[src/core/pse_consts.svh]
/*
 * Register offsets, field positions, reset values and timing counts
 * of the port command and mode block.
 * Assumes inclusion by bare name from the top module.
 */
`ifndef PSE_CONSTS_SVH
`define PSE_CONSTS_SVH

`define PSE_REG_INTR 8'h00
`define PSE_REG_DET_EVT 8'h04
`define PSE_REG_DET_EVT_COR 8'h05
`define PSE_REG_FLT_EVT 8'h06
`define PSE_REG_FLT_EVT_COR 8'h07
`define PSE_REG_SUPPLY 8'h0a
`define PSE_REG_SUPPLY_COR 8'h0b
`define PSE_REG_STAT_BASE 6'h03
`define PSE_REG_PWR_STAT 8'h10
`define PSE_REG_PIN_STAT 8'h11
`define PSE_REG_MODE 8'h12
`define PSE_REG_DISC_EN 8'h13
`define PSE_REG_DETCLS_EN 8'h14
`define PSE_REG_RETRIG 8'h18
`define PSE_REG_SWITCH 8'h19
`define PSE_REG_CLEAR 8'h1a

`define PSE_CLR_CHIP_BIT 4
`define PSE_CLR_REL_BIT 6
`define PSE_CLR_ALL_BIT 7
`define PSE_SUPPLY_LOW_BIT 5

`define PSE_STROBE_READ 8'h00
`define PSE_DET_GOOD 3'h4
`define PSE_BUS_BASE 3'h2

`define PSE_CLK_HZ 20000000
`define PSE_INTERVAL_MS 320

`endif

[src/core/pse_pkg.sv]
/*
 * Types shared by the port command and mode block.
 * Assumes the constants header is on the include path.
 */
package pse_pkg;
   // Order matters: strap low gives all zero, strap high all ones
   typedef enum logic [1:0] {
      MODE_SHUTDOWN,
      MODE_MANUAL,
      MODE_SEMI,
      MODE_AUTO
   } pse_mode_type;

   typedef enum logic [2:0] {
      BUS_IDLE,
      BUS_ADDR,
      BUS_REG,
      BUS_WDAT,
      BUS_ACK,
      BUS_RDAT,
      BUS_RACK
   } pse_bus_state_type;

   typedef struct packed {
      logic [7:0] retrig;
      logic [7:0] switch_p;
      logic [7:0] clear;
   } pse_strobe_type;

   typedef struct packed {
      logic [3:0] overload;
      logic [3:0] inrush;
      logic [3:0] disconnect;
   } pse_fault_type;
endpackage

[src/core/pse_port_ctrl.sv]
/*
 * Four-port command and mode logic of a power-sourcing controller,
 * with its two-wire serial register slave.
 * Assumes the analog side gives one-cycle done and fault pulses on
 * clk_sys, and that the serial pins and reset pin are asynchronous.
 */
// Summary of operation
// - Strobe bits act on one, ignore zero, never disturb other bits.
// - Strobe registers read back as zero.
// - Retrigger starts one detect (low nibble) or class (high) in manual.
// - Retrigger in auto or supervised sets the matching enable bit.
// - Switch strobe low nibble sets power flag, high nibble clears it.
// - Switch strobe powers on or off in any mode but shutdown.
// - Overload, inrush or enabled disconnect still power the port down.
// - Power flag refused after fault until overload timer reaches zero.
// - Switch-off also clears events, status and detect-class enables of the port.
// - Clear strobe bits 0-3 reset one port each.
// - Clear strobe bit 4 resets the whole chip, supply flag stays cleared.
// - Clear strobe bit 6 releases interrupt, events kept.
// - After release, interrupt waits until its cause is removed.
// - Clear strobe bit 7 releases interrupt and clears all events.
// - Four modes per port; reset mode follows the strap pin.
// - Host may rewrite mode at any time regardless of strap.
// - Manual ports act only on command and report status.
// - Supervised ports scan repeatedly, power only on host command.
// - Auto ports detect, classify if class enabled, then power on if detection good.
// - Shutdown ports do nothing; status and detect-class enables held zero, events cleared every cycle.
// - Inrush, overload, or enabled disconnect removes power in all modes.
// - Reset pin low or chip reset turns ports off and loads defaults.
// - At reset every mode bit takes the sampled strap level.
// - Manual detect runs one cycle, reports, then idles.
// - Supervised and auto repeat detection at a fixed interval.
`timescale 1ns/1ps
`include "pse_consts.svh"

module pse_port_ctrl
   import pse_pkg::*;
#(
   parameter int unsigned INTERVAL_CYC =
      `PSE_INTERVAL_MS * (`PSE_CLK_HZ / 1000)
) (
   // Clock and reset
   input wire logic clk_sys,
   input wire logic rst,
   // Device pins
   input wire logic rst_pin_n,
   input wire logic auto_strap,
   input wire logic [3:0] addr_pins,
   input wire logic scl,
   input wire logic sda_i,
   output logic sda_o,
   output logic sda_oe,
   output logic int_oe,
   // Measurement and fault side
   input wire logic [3:0] det_done,
   input wire logic [3:0][2:0] det_code,
   input wire logic [3:0] cls_done,
   input wire logic [3:0][2:0] cls_code,
   input wire pse_fault_type faults,
   input wire logic [3:0] overload_hold_timer_zero,
   input wire logic logic_supply_low,
   // Port commands
   output logic [3:0] det_start,
   output logic [3:0] cls_start,
   output logic [3:0] port_power_on
);
   // Pin synchronisers; third stages feed edge detection only
   logic scl_s1, scl_s2, scl_s3, sda_s1, sda_s2, sda_s3;
   logic rpin_s1, rpin_s2, strap_s1, strap_s2;
   logic [3:0] addr_s1, addr_s2;

   always_ff @(posedge clk_sys) begin
      scl_s1 <= scl;
      scl_s2 <= scl_s1;
      scl_s3 <= scl_s2;
      sda_s1 <= sda_i;
      sda_s2 <= sda_s1;
      sda_s3 <= sda_s2;
      rpin_s1 <= rst_pin_n;
      rpin_s2 <= rpin_s1;
      strap_s1 <= auto_strap;
      strap_s2 <= strap_s1;
      addr_s1 <= addr_pins;
      addr_s2 <= addr_s1;
   end

   // Serial slave state
   pse_bus_state_type bus_st_r, bus_after_r;
   logic [3:0] cnt_r;
   logic [7:0] sh_r, tx_r, ptr_r, wr_addr_r, wr_data_r;
   logic wr_stb_r, rd_stb_r, nack_r, sda_oe_r, sda_o_r;

   // Port state
   logic [7:0] mode_r, disc_en_r, detcls_en_r;
   logic [7:0] det_evt_r, flt_evt_r;
   logic [3:0][7:0] stat_r;
   logic [3:0] pwr_r, lock_r, busy_r, det_start_r, cls_start_r;
   logic supply_low_r, int_block_r, int_oe_r, tick_r;
   logic [22:0] interval_r;

   wire logic chip_rst;
   wire logic [7:0] rd_data;
   wire pse_strobe_type stb;
   wire logic [3:0] pwr_nxt, lock_nxt, busy_nxt, dstart_nxt, cstart_nxt;
   wire logic [3:0] wipe;
   wire logic [7:0] en_nxt, det_evt_nxt, flt_evt_nxt;
   wire logic [3:0][7:0] stat_nxt;

   // Bus edges and conditions
   wire logic scl_rise = scl_s2 & ~scl_s3;
   wire logic scl_fall = ~scl_s2 & scl_s3;
   wire logic bus_start = scl_s2 & scl_s3 & sda_s3 & ~sda_s2;
   wire logic bus_stop = scl_s2 & scl_s3 & ~sda_s3 & sda_s2;
   wire logic cnt_full = (cnt_r == 4'h8);
   wire logic addr_hit = (sh_r[7:1] == {`PSE_BUS_BASE, addr_s2});

   // Strobe decode: a pulse lives only in the cycle the ack begins
   assign stb.retrig = (wr_stb_r && wr_addr_r == `PSE_REG_RETRIG) ?
                       wr_data_r : 8'h00;
   assign stb.switch_p = (wr_stb_r && wr_addr_r == `PSE_REG_SWITCH) ?
                         wr_data_r : 8'h00;
   assign stb.clear = (wr_stb_r && wr_addr_r == `PSE_REG_CLEAR) ?
                      wr_data_r : 8'h00;

   // Reset pin, host reset and chip reset share one path
   assign chip_rst = rst | ~rpin_s2 | stb.clear[`PSE_CLR_CHIP_BIT];

   wire logic wr_mode = wr_stb_r && wr_addr_r == `PSE_REG_MODE;
   wire logic wr_disc = wr_stb_r && wr_addr_r == `PSE_REG_DISC_EN;
   wire logic wr_en = wr_stb_r && wr_addr_r == `PSE_REG_DETCLS_EN;
   wire logic rd_det_cor = rd_stb_r && ptr_r == `PSE_REG_DET_EVT_COR;
   wire logic rd_flt_cor = rd_stb_r && ptr_r == `PSE_REG_FLT_EVT_COR;
   wire logic rd_sup_cor = rd_stb_r && ptr_r == `PSE_REG_SUPPLY_COR;
   wire logic clr_all = stb.clear[`PSE_CLR_ALL_BIT];

   // Interrupt summary
   wire logic [7:0] intr = {5'h00, supply_low_r, |flt_evt_r, |det_evt_r};
   wire logic int_cond = |intr;

   // Read mux; strobe and unmapped offsets answer zero
   wire logic is_stat = (ptr_r[7:2] == `PSE_REG_STAT_BASE);
   wire logic [7:0] sup_byte = {2'h0, supply_low_r, 5'h00};
   assign rd_data =
      (ptr_r == `PSE_REG_INTR) ? intr :
      (ptr_r == `PSE_REG_DET_EVT || ptr_r == `PSE_REG_DET_EVT_COR) ?
         det_evt_r :
      (ptr_r == `PSE_REG_FLT_EVT || ptr_r == `PSE_REG_FLT_EVT_COR) ?
         flt_evt_r :
      (ptr_r == `PSE_REG_SUPPLY || ptr_r == `PSE_REG_SUPPLY_COR) ?
         sup_byte :
      is_stat ? stat_r[ptr_r[1:0]] :
      (ptr_r == `PSE_REG_PWR_STAT) ? {4'h0, pwr_r} :
      (ptr_r == `PSE_REG_PIN_STAT) ? {2'h0, addr_s2, 1'b0, strap_s2} :
      (ptr_r == `PSE_REG_MODE) ? mode_r :
      (ptr_r == `PSE_REG_DISC_EN) ? disc_en_r :
      (ptr_r == `PSE_REG_DETCLS_EN) ? detcls_en_r :
      `PSE_STROBE_READ;

   // Serial slave: sampled bus, sda only ever pulled low
   always_ff @(posedge clk_sys) begin
      if (chip_rst) begin
         bus_st_r <= BUS_IDLE;
         bus_after_r <= BUS_IDLE;
         cnt_r <= 4'h0;
         sh_r <= 8'h00;
         tx_r <= 8'h00;
         ptr_r <= 8'h00;
         wr_addr_r <= 8'h00;
         wr_data_r <= 8'h00;
         wr_stb_r <= 1'b0;
         rd_stb_r <= 1'b0;
         nack_r <= 1'b0;
         sda_oe_r <= 1'b0;
         sda_o_r <= 1'b0;
      end else begin
         wr_stb_r <= 1'b0;
         rd_stb_r <= 1'b0;
         sda_o_r <= 1'b0;
         if (bus_start) begin
            bus_st_r <= BUS_ADDR;
            cnt_r <= 4'h0;
            sda_oe_r <= 1'b0;
         end else if (bus_stop) begin
            bus_st_r <= BUS_IDLE;
            sda_oe_r <= 1'b0;
         end else if (scl_rise) begin
            if (bus_st_r == BUS_RACK) begin
               nack_r <= sda_s2;
            end else begin
               sh_r <= {sh_r[6:0], sda_s2};
               cnt_r <= cnt_r + 4'h1;
            end
         end else if (scl_fall) begin
            unique case (bus_st_r)
               BUS_IDLE: begin
                  cnt_r <= 4'h0;
               end
               BUS_ADDR: begin
                  if (cnt_full) begin
                     cnt_r <= 4'h0;
                     bus_st_r <= addr_hit ? BUS_ACK : BUS_IDLE;
                     sda_oe_r <= addr_hit;
                     bus_after_r <= sh_r[0] ? BUS_RDAT : BUS_REG;
                  end
               end
               BUS_REG: begin
                  if (cnt_full) begin
                     cnt_r <= 4'h0;
                     sda_oe_r <= 1'b1;
                     bus_st_r <= BUS_ACK;
                     bus_after_r <= BUS_WDAT;
                     ptr_r <= sh_r;
                  end
               end
               BUS_WDAT: begin
                  if (cnt_full) begin
                     cnt_r <= 4'h0;
                     sda_oe_r <= 1'b1;
                     bus_st_r <= BUS_ACK;
                     bus_after_r <= BUS_WDAT;
                     wr_stb_r <= 1'b1;
                     wr_addr_r <= ptr_r;
                     wr_data_r <= sh_r;
                     ptr_r <= ptr_r + 8'h01;
                  end
               end
               BUS_ACK, BUS_RACK: begin
                  cnt_r <= 4'h0;
                  if (bus_st_r == BUS_RACK && nack_r) begin
                     bus_st_r <= BUS_IDLE;
                     sda_oe_r <= 1'b0;
                  end else if (bus_after_r == BUS_RDAT) begin
                     bus_st_r <= BUS_RDAT;
                     tx_r <= rd_data;
                     sda_oe_r <= ~rd_data[7];
                     rd_stb_r <= 1'b1;
                  end else begin
                     bus_st_r <= bus_after_r;
                     sda_oe_r <= 1'b0;
                  end
               end
               BUS_RDAT: begin
                  if (cnt_full) begin
                     sda_oe_r <= 1'b0;
                     bus_st_r <= BUS_RACK;
                     ptr_r <= ptr_r + 8'h01;
                  end else begin
                     tx_r <= {tx_r[6:0], 1'b0};
                     sda_oe_r <= ~tx_r[6];
                  end
               end
            endcase
         end
      end
   end

   // Shared scan interval for supervised and auto ports
   always_ff @(posedge clk_sys) begin
      if (chip_rst || interval_r == 23'(INTERVAL_CYC - 1)) begin
         interval_r <= 23'h000000;
      end else begin
         interval_r <= interval_r + 23'h000001;
      end
      tick_r <= !chip_rst && interval_r == 23'(INTERVAL_CYC - 1);
   end

   // Per-port command decisions
   genvar p;
   generate
      for (p = 0; p < 4; p++) begin : g_port
         wire pse_mode_type md = pse_mode_type'(mode_r[2*p+1:2*p]);
         wire logic sd = (md == MODE_SHUTDOWN);
         wire logic manual = (md == MODE_MANUAL);
         wire logic scan = (md == MODE_SEMI) || (md == MODE_AUTO);
         wire logic flt = faults.overload[p] | faults.inrush[p];
         wire logic disc = faults.disconnect[p] &
                           (disc_en_r[p] | disc_en_r[p+4]);
         wire logic good = det_done[p] && det_code[p] == `PSE_DET_GOOD;
         wire logic cls_next = scan & busy_r[p] & good & detcls_en_r[p+4];
         wire logic det_ok = (stat_r[p][2:0] == `PSE_DET_GOOD);
         wire logic auto_on = (md == MODE_AUTO) & busy_r[p] &
                              ((good & ~detcls_en_r[p+4]) |
                               (cls_done[p] & det_ok));
         wire logic scan_go = scan & tick_r & detcls_en_r[p] &
                              ~busy_r[p] & ~pwr_r[p];
         wire logic on_req = (stb.switch_p[p] | auto_on) &
                             ~sd & ~lock_r[p];
         wire logic off_req = stb.switch_p[p+4] | stb.clear[p] | sd |
                              flt | disc;

         assign wipe[p] = stb.switch_p[p+4] | stb.clear[p] | sd;
         assign pwr_nxt[p] = ~off_req & (pwr_r[p] | on_req);
         assign lock_nxt[p] = (lock_r[p] & ~overload_hold_timer_zero[p]) |
                              (flt & pwr_r[p]);
         assign dstart_nxt[p] = ~pwr_r[p] &
            ((manual & stb.retrig[p]) | scan_go);
         assign cstart_nxt[p] = ~pwr_r[p] &
            ((manual & stb.retrig[p+4]) | cls_next);
         assign busy_nxt[p] = scan & ~wipe[p] &
            (scan_go | cls_next |
             (busy_r[p] & ~det_done[p] & ~cls_done[p]));
         // Write, then host retrigger sets, then port wipe wins
         assign en_nxt[p] = ~wipe[p] & ((wr_en ? wr_data_r[p] :
            detcls_en_r[p]) | (scan & stb.retrig[p]));
         assign en_nxt[p+4] = ~wipe[p] & ((wr_en ? wr_data_r[p+4] :
            detcls_en_r[p+4]) | (scan & stb.retrig[p+4]));
         assign stat_nxt[p] = wipe[p] ? 8'h00 :
            {1'b0, cls_done[p] ? cls_code[p] : stat_r[p][6:4],
             1'b0, det_done[p] ? det_code[p] : stat_r[p][2:0]};
         // New event beats any clear in the same cycle
         assign det_evt_nxt[p] = det_done[p] |
            (det_evt_r[p] & ~wipe[p] & ~clr_all & ~rd_det_cor);
         assign det_evt_nxt[p+4] = faults.disconnect[p] |
            (det_evt_r[p+4] & ~wipe[p] & ~clr_all & ~rd_det_cor);
         assign flt_evt_nxt[p] = faults.overload[p] |
            (flt_evt_r[p] & ~wipe[p] & ~clr_all & ~rd_flt_cor);
         assign flt_evt_nxt[p+4] = faults.inrush[p] |
            (flt_evt_r[p+4] & ~wipe[p] & ~clr_all & ~rd_flt_cor);
      end
   endgenerate

   // Host-written configuration
   always_ff @(posedge clk_sys) begin
      if (chip_rst) begin
         mode_r <= {8{strap_s2}};
         disc_en_r <= 8'h00;
         detcls_en_r <= 8'h00;
      end else begin
         mode_r <= wr_mode ? wr_data_r : mode_r;
         disc_en_r <= wr_disc ? wr_data_r : disc_en_r;
         detcls_en_r <= en_nxt;
      end
   end

   // Port state and commands
   always_ff @(posedge clk_sys) begin
      if (chip_rst) begin
         pwr_r <= 4'h0;
         lock_r <= 4'h0;
         busy_r <= 4'h0;
         det_start_r <= 4'h0;
         cls_start_r <= 4'h0;
         stat_r <= '0;
         det_evt_r <= 8'h00;
         flt_evt_r <= 8'h00;
      end else begin
         pwr_r <= pwr_nxt;
         lock_r <= lock_nxt;
         busy_r <= busy_nxt;
         det_start_r <= dstart_nxt;
         cls_start_r <= cstart_nxt;
         stat_r <= stat_nxt;
         det_evt_r <= det_evt_nxt;
         flt_evt_r <= flt_evt_nxt;
      end
   end

   // Supply flag and interrupt pin
   always_ff @(posedge clk_sys) begin
      if (chip_rst) begin
         supply_low_r <= 1'b0;
         int_block_r <= 1'b0;
         int_oe_r <= 1'b0;
      end else begin
         supply_low_r <= logic_supply_low |
            (supply_low_r & ~clr_all & ~rd_sup_cor);
         int_block_r <= int_cond & ~clr_all &
            (int_block_r | stb.clear[`PSE_CLR_REL_BIT]);
         int_oe_r <= int_cond & ~int_block_r & ~clr_all &
            ~stb.clear[`PSE_CLR_REL_BIT];
      end
   end

   assign sda_o = sda_o_r;
   assign sda_oe = sda_oe_r;
   assign int_oe = int_oe_r;
   assign det_start = det_start_r;
   assign cls_start = cls_start_r;
   assign port_power_on = pwr_r;
endmodule

[config.mk]
export PLATFORM = sky130hd
export DESIGN_NAME = pse_port_ctrl
export DESIGN_NICKNAME = d
export VERILOG_FILES = /design/src/core/pse_pkg.sv /design/src/core/pse_port_ctrl.sv
export VERILOG_INCLUDE_DIRS = /design/src /design/src/core
export SDC_FILE = /design/constraint.sdc
export NUM_CORES = 1
export LEC_CHECK = 0
export BUFFER_PORTS_ARGS = -buffer_cell sky130_fd_sc_hd__buf_2
export CORE_MARGIN = 3
export CORE_UTILIZATION = 30
export DETAILED_ROUTE_END_ITERATION = 8
export PLACE_DENSITY = 0.43
export SKIP_CTS_REPAIR_TIMING = 1
export SYNTH_ARGS = -nofsm -noshare
export SYNTH_HDL_FRONTEND = slang
export SYNTH_SLANG_ARGS = --single-unit
[constraint.sdc]
create_clock -name clk_sys -period 2.7 [get_ports clk_sys]
set_clock_uncertainty 0.2 [all_clocks]
set_input_delay 0.54 -clock clk_sys [delete_from_list [all_inputs] [get_ports clk_sys]]
set_output_delay 0.54 -clock clk_sys [all_outputs]
set_load 0.01 [all_outputs]
==> run_results.csv <==
group,metric,value,unit
run_status,status,"finished clean",
global_route,track_usage,17.9,%
sta,whs,24.3,ps
sta,fin_crit_sh,93.3,%
synth,muxShareOfSynthArea,7.46,%
routing,firstDrtPassIters,5,
synth,yosysMostFrequentCell,"dfxtp_1",
critical_path,slowest_delay,410,ps
synth,syn-num-nets,1039,
synth,ys_seq_area_share,44.2,%
floorplanning,fp.dieH,174,µm
global_route,antenna_found_initial,0,
routing,top_layer_used,"met4",
floorplanning,die_w,174,µm
placed_design,routabilityCongestion,0.890,
critical_path,r2r-end,"det_evt_r[0]",
synth,async_flop_share,0,%
sta,setup_viol_count_final,0,
placed_design,dp_hpwl,20.4,mm
critical_path,crit_path_start,"wr_addr_r[5]",
synth,synth_area,8420,µm²
routing,via_count,7387,
floorplanning,rows,60,
sta,slew_headroom,43.4,%
power,powerDensity,564,nW/µm²
routing,dr_wl_met3,1.24,mm
critical_path,crit_chain,"nor4b_1, and3b_4, and4b_1, buf_4, a32oi_1, a32o_1",
critical_path,reg2reg_from,"wr_addr_r[5]",
routing,viasPerCell,5.15,
floorplanning,ios,74,
clocking,clkLatencyLatePin,430,ps
placed_design,numPortBuffers,72,
routing,drt_iter0_drc,556,
clocking,clock_sinks,182,
critical_path,required,2820,ps
critical_path,cp.arrival,2640,ps
clocking,root_buffer,"clkbuf_16",
routing,route.detailed.drc,0,
synth,synth_area_leaders,"dfxtp_1 41%, nor2_1 6.4%, mux2i_1 5.6%, nand2_1 4.4%, o21ai_0 3.1%",
sta,rsz0062_at_grt,"no",
synth,synth_commonest_cells,"174 x dfxtp_1, 144 x nor2_1, 99 x nand2_1",
synth,synth_top_family_by_area,"simple AND/OR/NAND/NOR gates",
critical_path,end_kind,"register",
sta,slew_violations,0,
finish,nets,1115,
synth,synth_flop_cell,"dfxtp_1",
min_path,hp-class,"in -> reg",
sta,setup_tns,0,ps
routing,wl_met2,12.0,mm
global_route,grt_pass1_wl,42.5,mm
synth,yosys.area_share.simple,21.5,%
critical_path,crit_type,"reg -> reg",
sta,worst_slew_pin_slew,848,ps
clocking,cts_buffers,17,
min_path,whs_path_depth,1,
global_route,gr-total-overflow,0,
finish,layout-drive-gt1-share,16.1,%
power,total_power,5.64,mW
synth,synth_cell_types,66,
clocking,h-tree-depth,4,
floorplanning,start_util,30.9,%
finish,fin_util,36.7,%
finish,regMostFlops,"stat_r",
critical_path,reg2reg_setup_slack,180,ps
critical_path,slowest_stage,"nor4b_1",
flow_run,maxCapViolCount,0,
synth,syn_inst,973,
clocking,clk_path_buf_depth,2,
sta,hold_viol,0,
power,ir_drop,0.000399,V
synth,synth_seq_cells,182,
finish,reg_top3,"stat_r: 24 flops, interval_r: 23 flops",
power,p_leak,3.62,nW
critical_path,crit_cells,6,
synth,synth-edff-count,8,
critical_path,crit_end,"det_evt_r[0]",
synth,synth_compound_area_share,18.8,%
synth,yosysTopAreaCellShare,41.4,%
critical_path,start_kind,"register",
finish,diodes,0,
synth,synth_area_leader_cell,"dfxtp_1",
clocking,cts_tree,"built",
critical_path,crit_family,"simple AND/OR/NAND/NOR gates",
synth,synth_xor_area_share,2.91,%
sta,min_period,2520,ps
finish,largest_reg_flops,24,
critical_path,cp_max_fo,12,
floorplanning,core_area,27300,µm²
routing,wl,27.1,mm
global_route,grt_max_degree,30,
synth,synth.avg_cell_area,8.66,µm²
critical_path,reg2regPathDepth,6,
floorplanning,dieArea,30100,µm²
routing,wl_met1,13.1,mm
global_route,grt_pass1_vias,7228,
placed_design,dp_slack,184,ps
synth,synthAdderAreaFrac,1.04,%
finish,nFillCells,2853,
sta,fin_ws,181,ps
critical_path,critPathBufInv,1,
synth,yosysWarnings,0,
sta,fmax,397,MHz
clocking,cts.clk_slew.worst_paths,70,ps
routing,wl_per_cell,18.9,µm
finish,synthToLayoutAreaGrowth,18.9,%
routing,antenna_left,0,
## layout make-up
cell class / count / area (µm²) / share of cell area (%)
clock buffer: 17 / 425 / 4.25
clock inverter: 15 / 184 / 1.84
inverter: 17 / 63.8 / 0.637
multi-input combinational: 709 / 4380 / 43.8
sequential: 182 / 3720 / 37.2
tap: 372 / 465 / 4.65
timing repair buffer: 122 / 766 / 7.65
## metal layers
| metal | global-route usage, % | vias to the layer above |
|---|---|---|
| met1 | 24.4 | 3487 |
| li1 | - | 3651 |
| met3 | 3.26 | 41 |
| met4 | 6.93 | 0 |
| met2 | 28.3 | 208 |
| met5 | 0 | - |
## report_power, final
group	total [mW]	switching (mW)	internal [mW]
logic	0.278	0.161	0.117
registers	2.81	0.0596	2.75
clock network	2.55	1.22	1.33
total	5.64	1.44	4.21
## worst min path at each step
stage | endpoint | startpoint
final | rpin_s1 | rst_pin_n
after global routing | rpin_s1 | rst_pin_n
after CTS | sda_s1 | sda_i
after detailed placement | addr_s2[2] | addr_s1[2]
after global placement | scl_s2 | scl_s1
after floorplan | addr_s2[0] | addr_s1[0]
## cells by family after synthesis
logic type / after synthesis
AOI/OAI and AO/OA: 233
xor gates and xnor gates: 28
adders and majority gates: 7
buffers and inverters: 82
DFF: 182
muxes: 55
other: 1
and+or+nand+nor: 385
## worst reg2reg max path, stage by stage (launching register included)
cell and delay [ps]:
dfxtp_1 310, nor4b_1 410, and3b_4 280, and4b_1 300
buf_4 270, a32oi_1 270, a32o_1 370
## layout by cell type, fill, tap and decap left out, types with 12 or more instances in the layout
cell type,instances
dfxtp_1,174
nor2_1,144
nand2_1,99
buf_2,72
o21ai_0,52
a21oi_1,50
mux2i_1,47
buf_4,42
nand3_1,25
nor3_1,20
a22oi_1,19
a32o_1,19
inv_1,17
xor2_1,17
clkbuf_16,17
a31oi_1,16
nand4_1,15
nand2b_1,14
and3_1,12
## metrics by stage
| step | cell area, µm² | instances |
|---|---|---|
| finish | 10000 | 1434 |
| global route | 10000 | 1434 |
| detailed placement | 9330 | 1395 |
| global placement | 9330 | 1395 |
| CTS | 9940 | 1427 |
| floorplan | 8420 | 973 |
No activity file was read; power rests on OpenSTA's default activity.
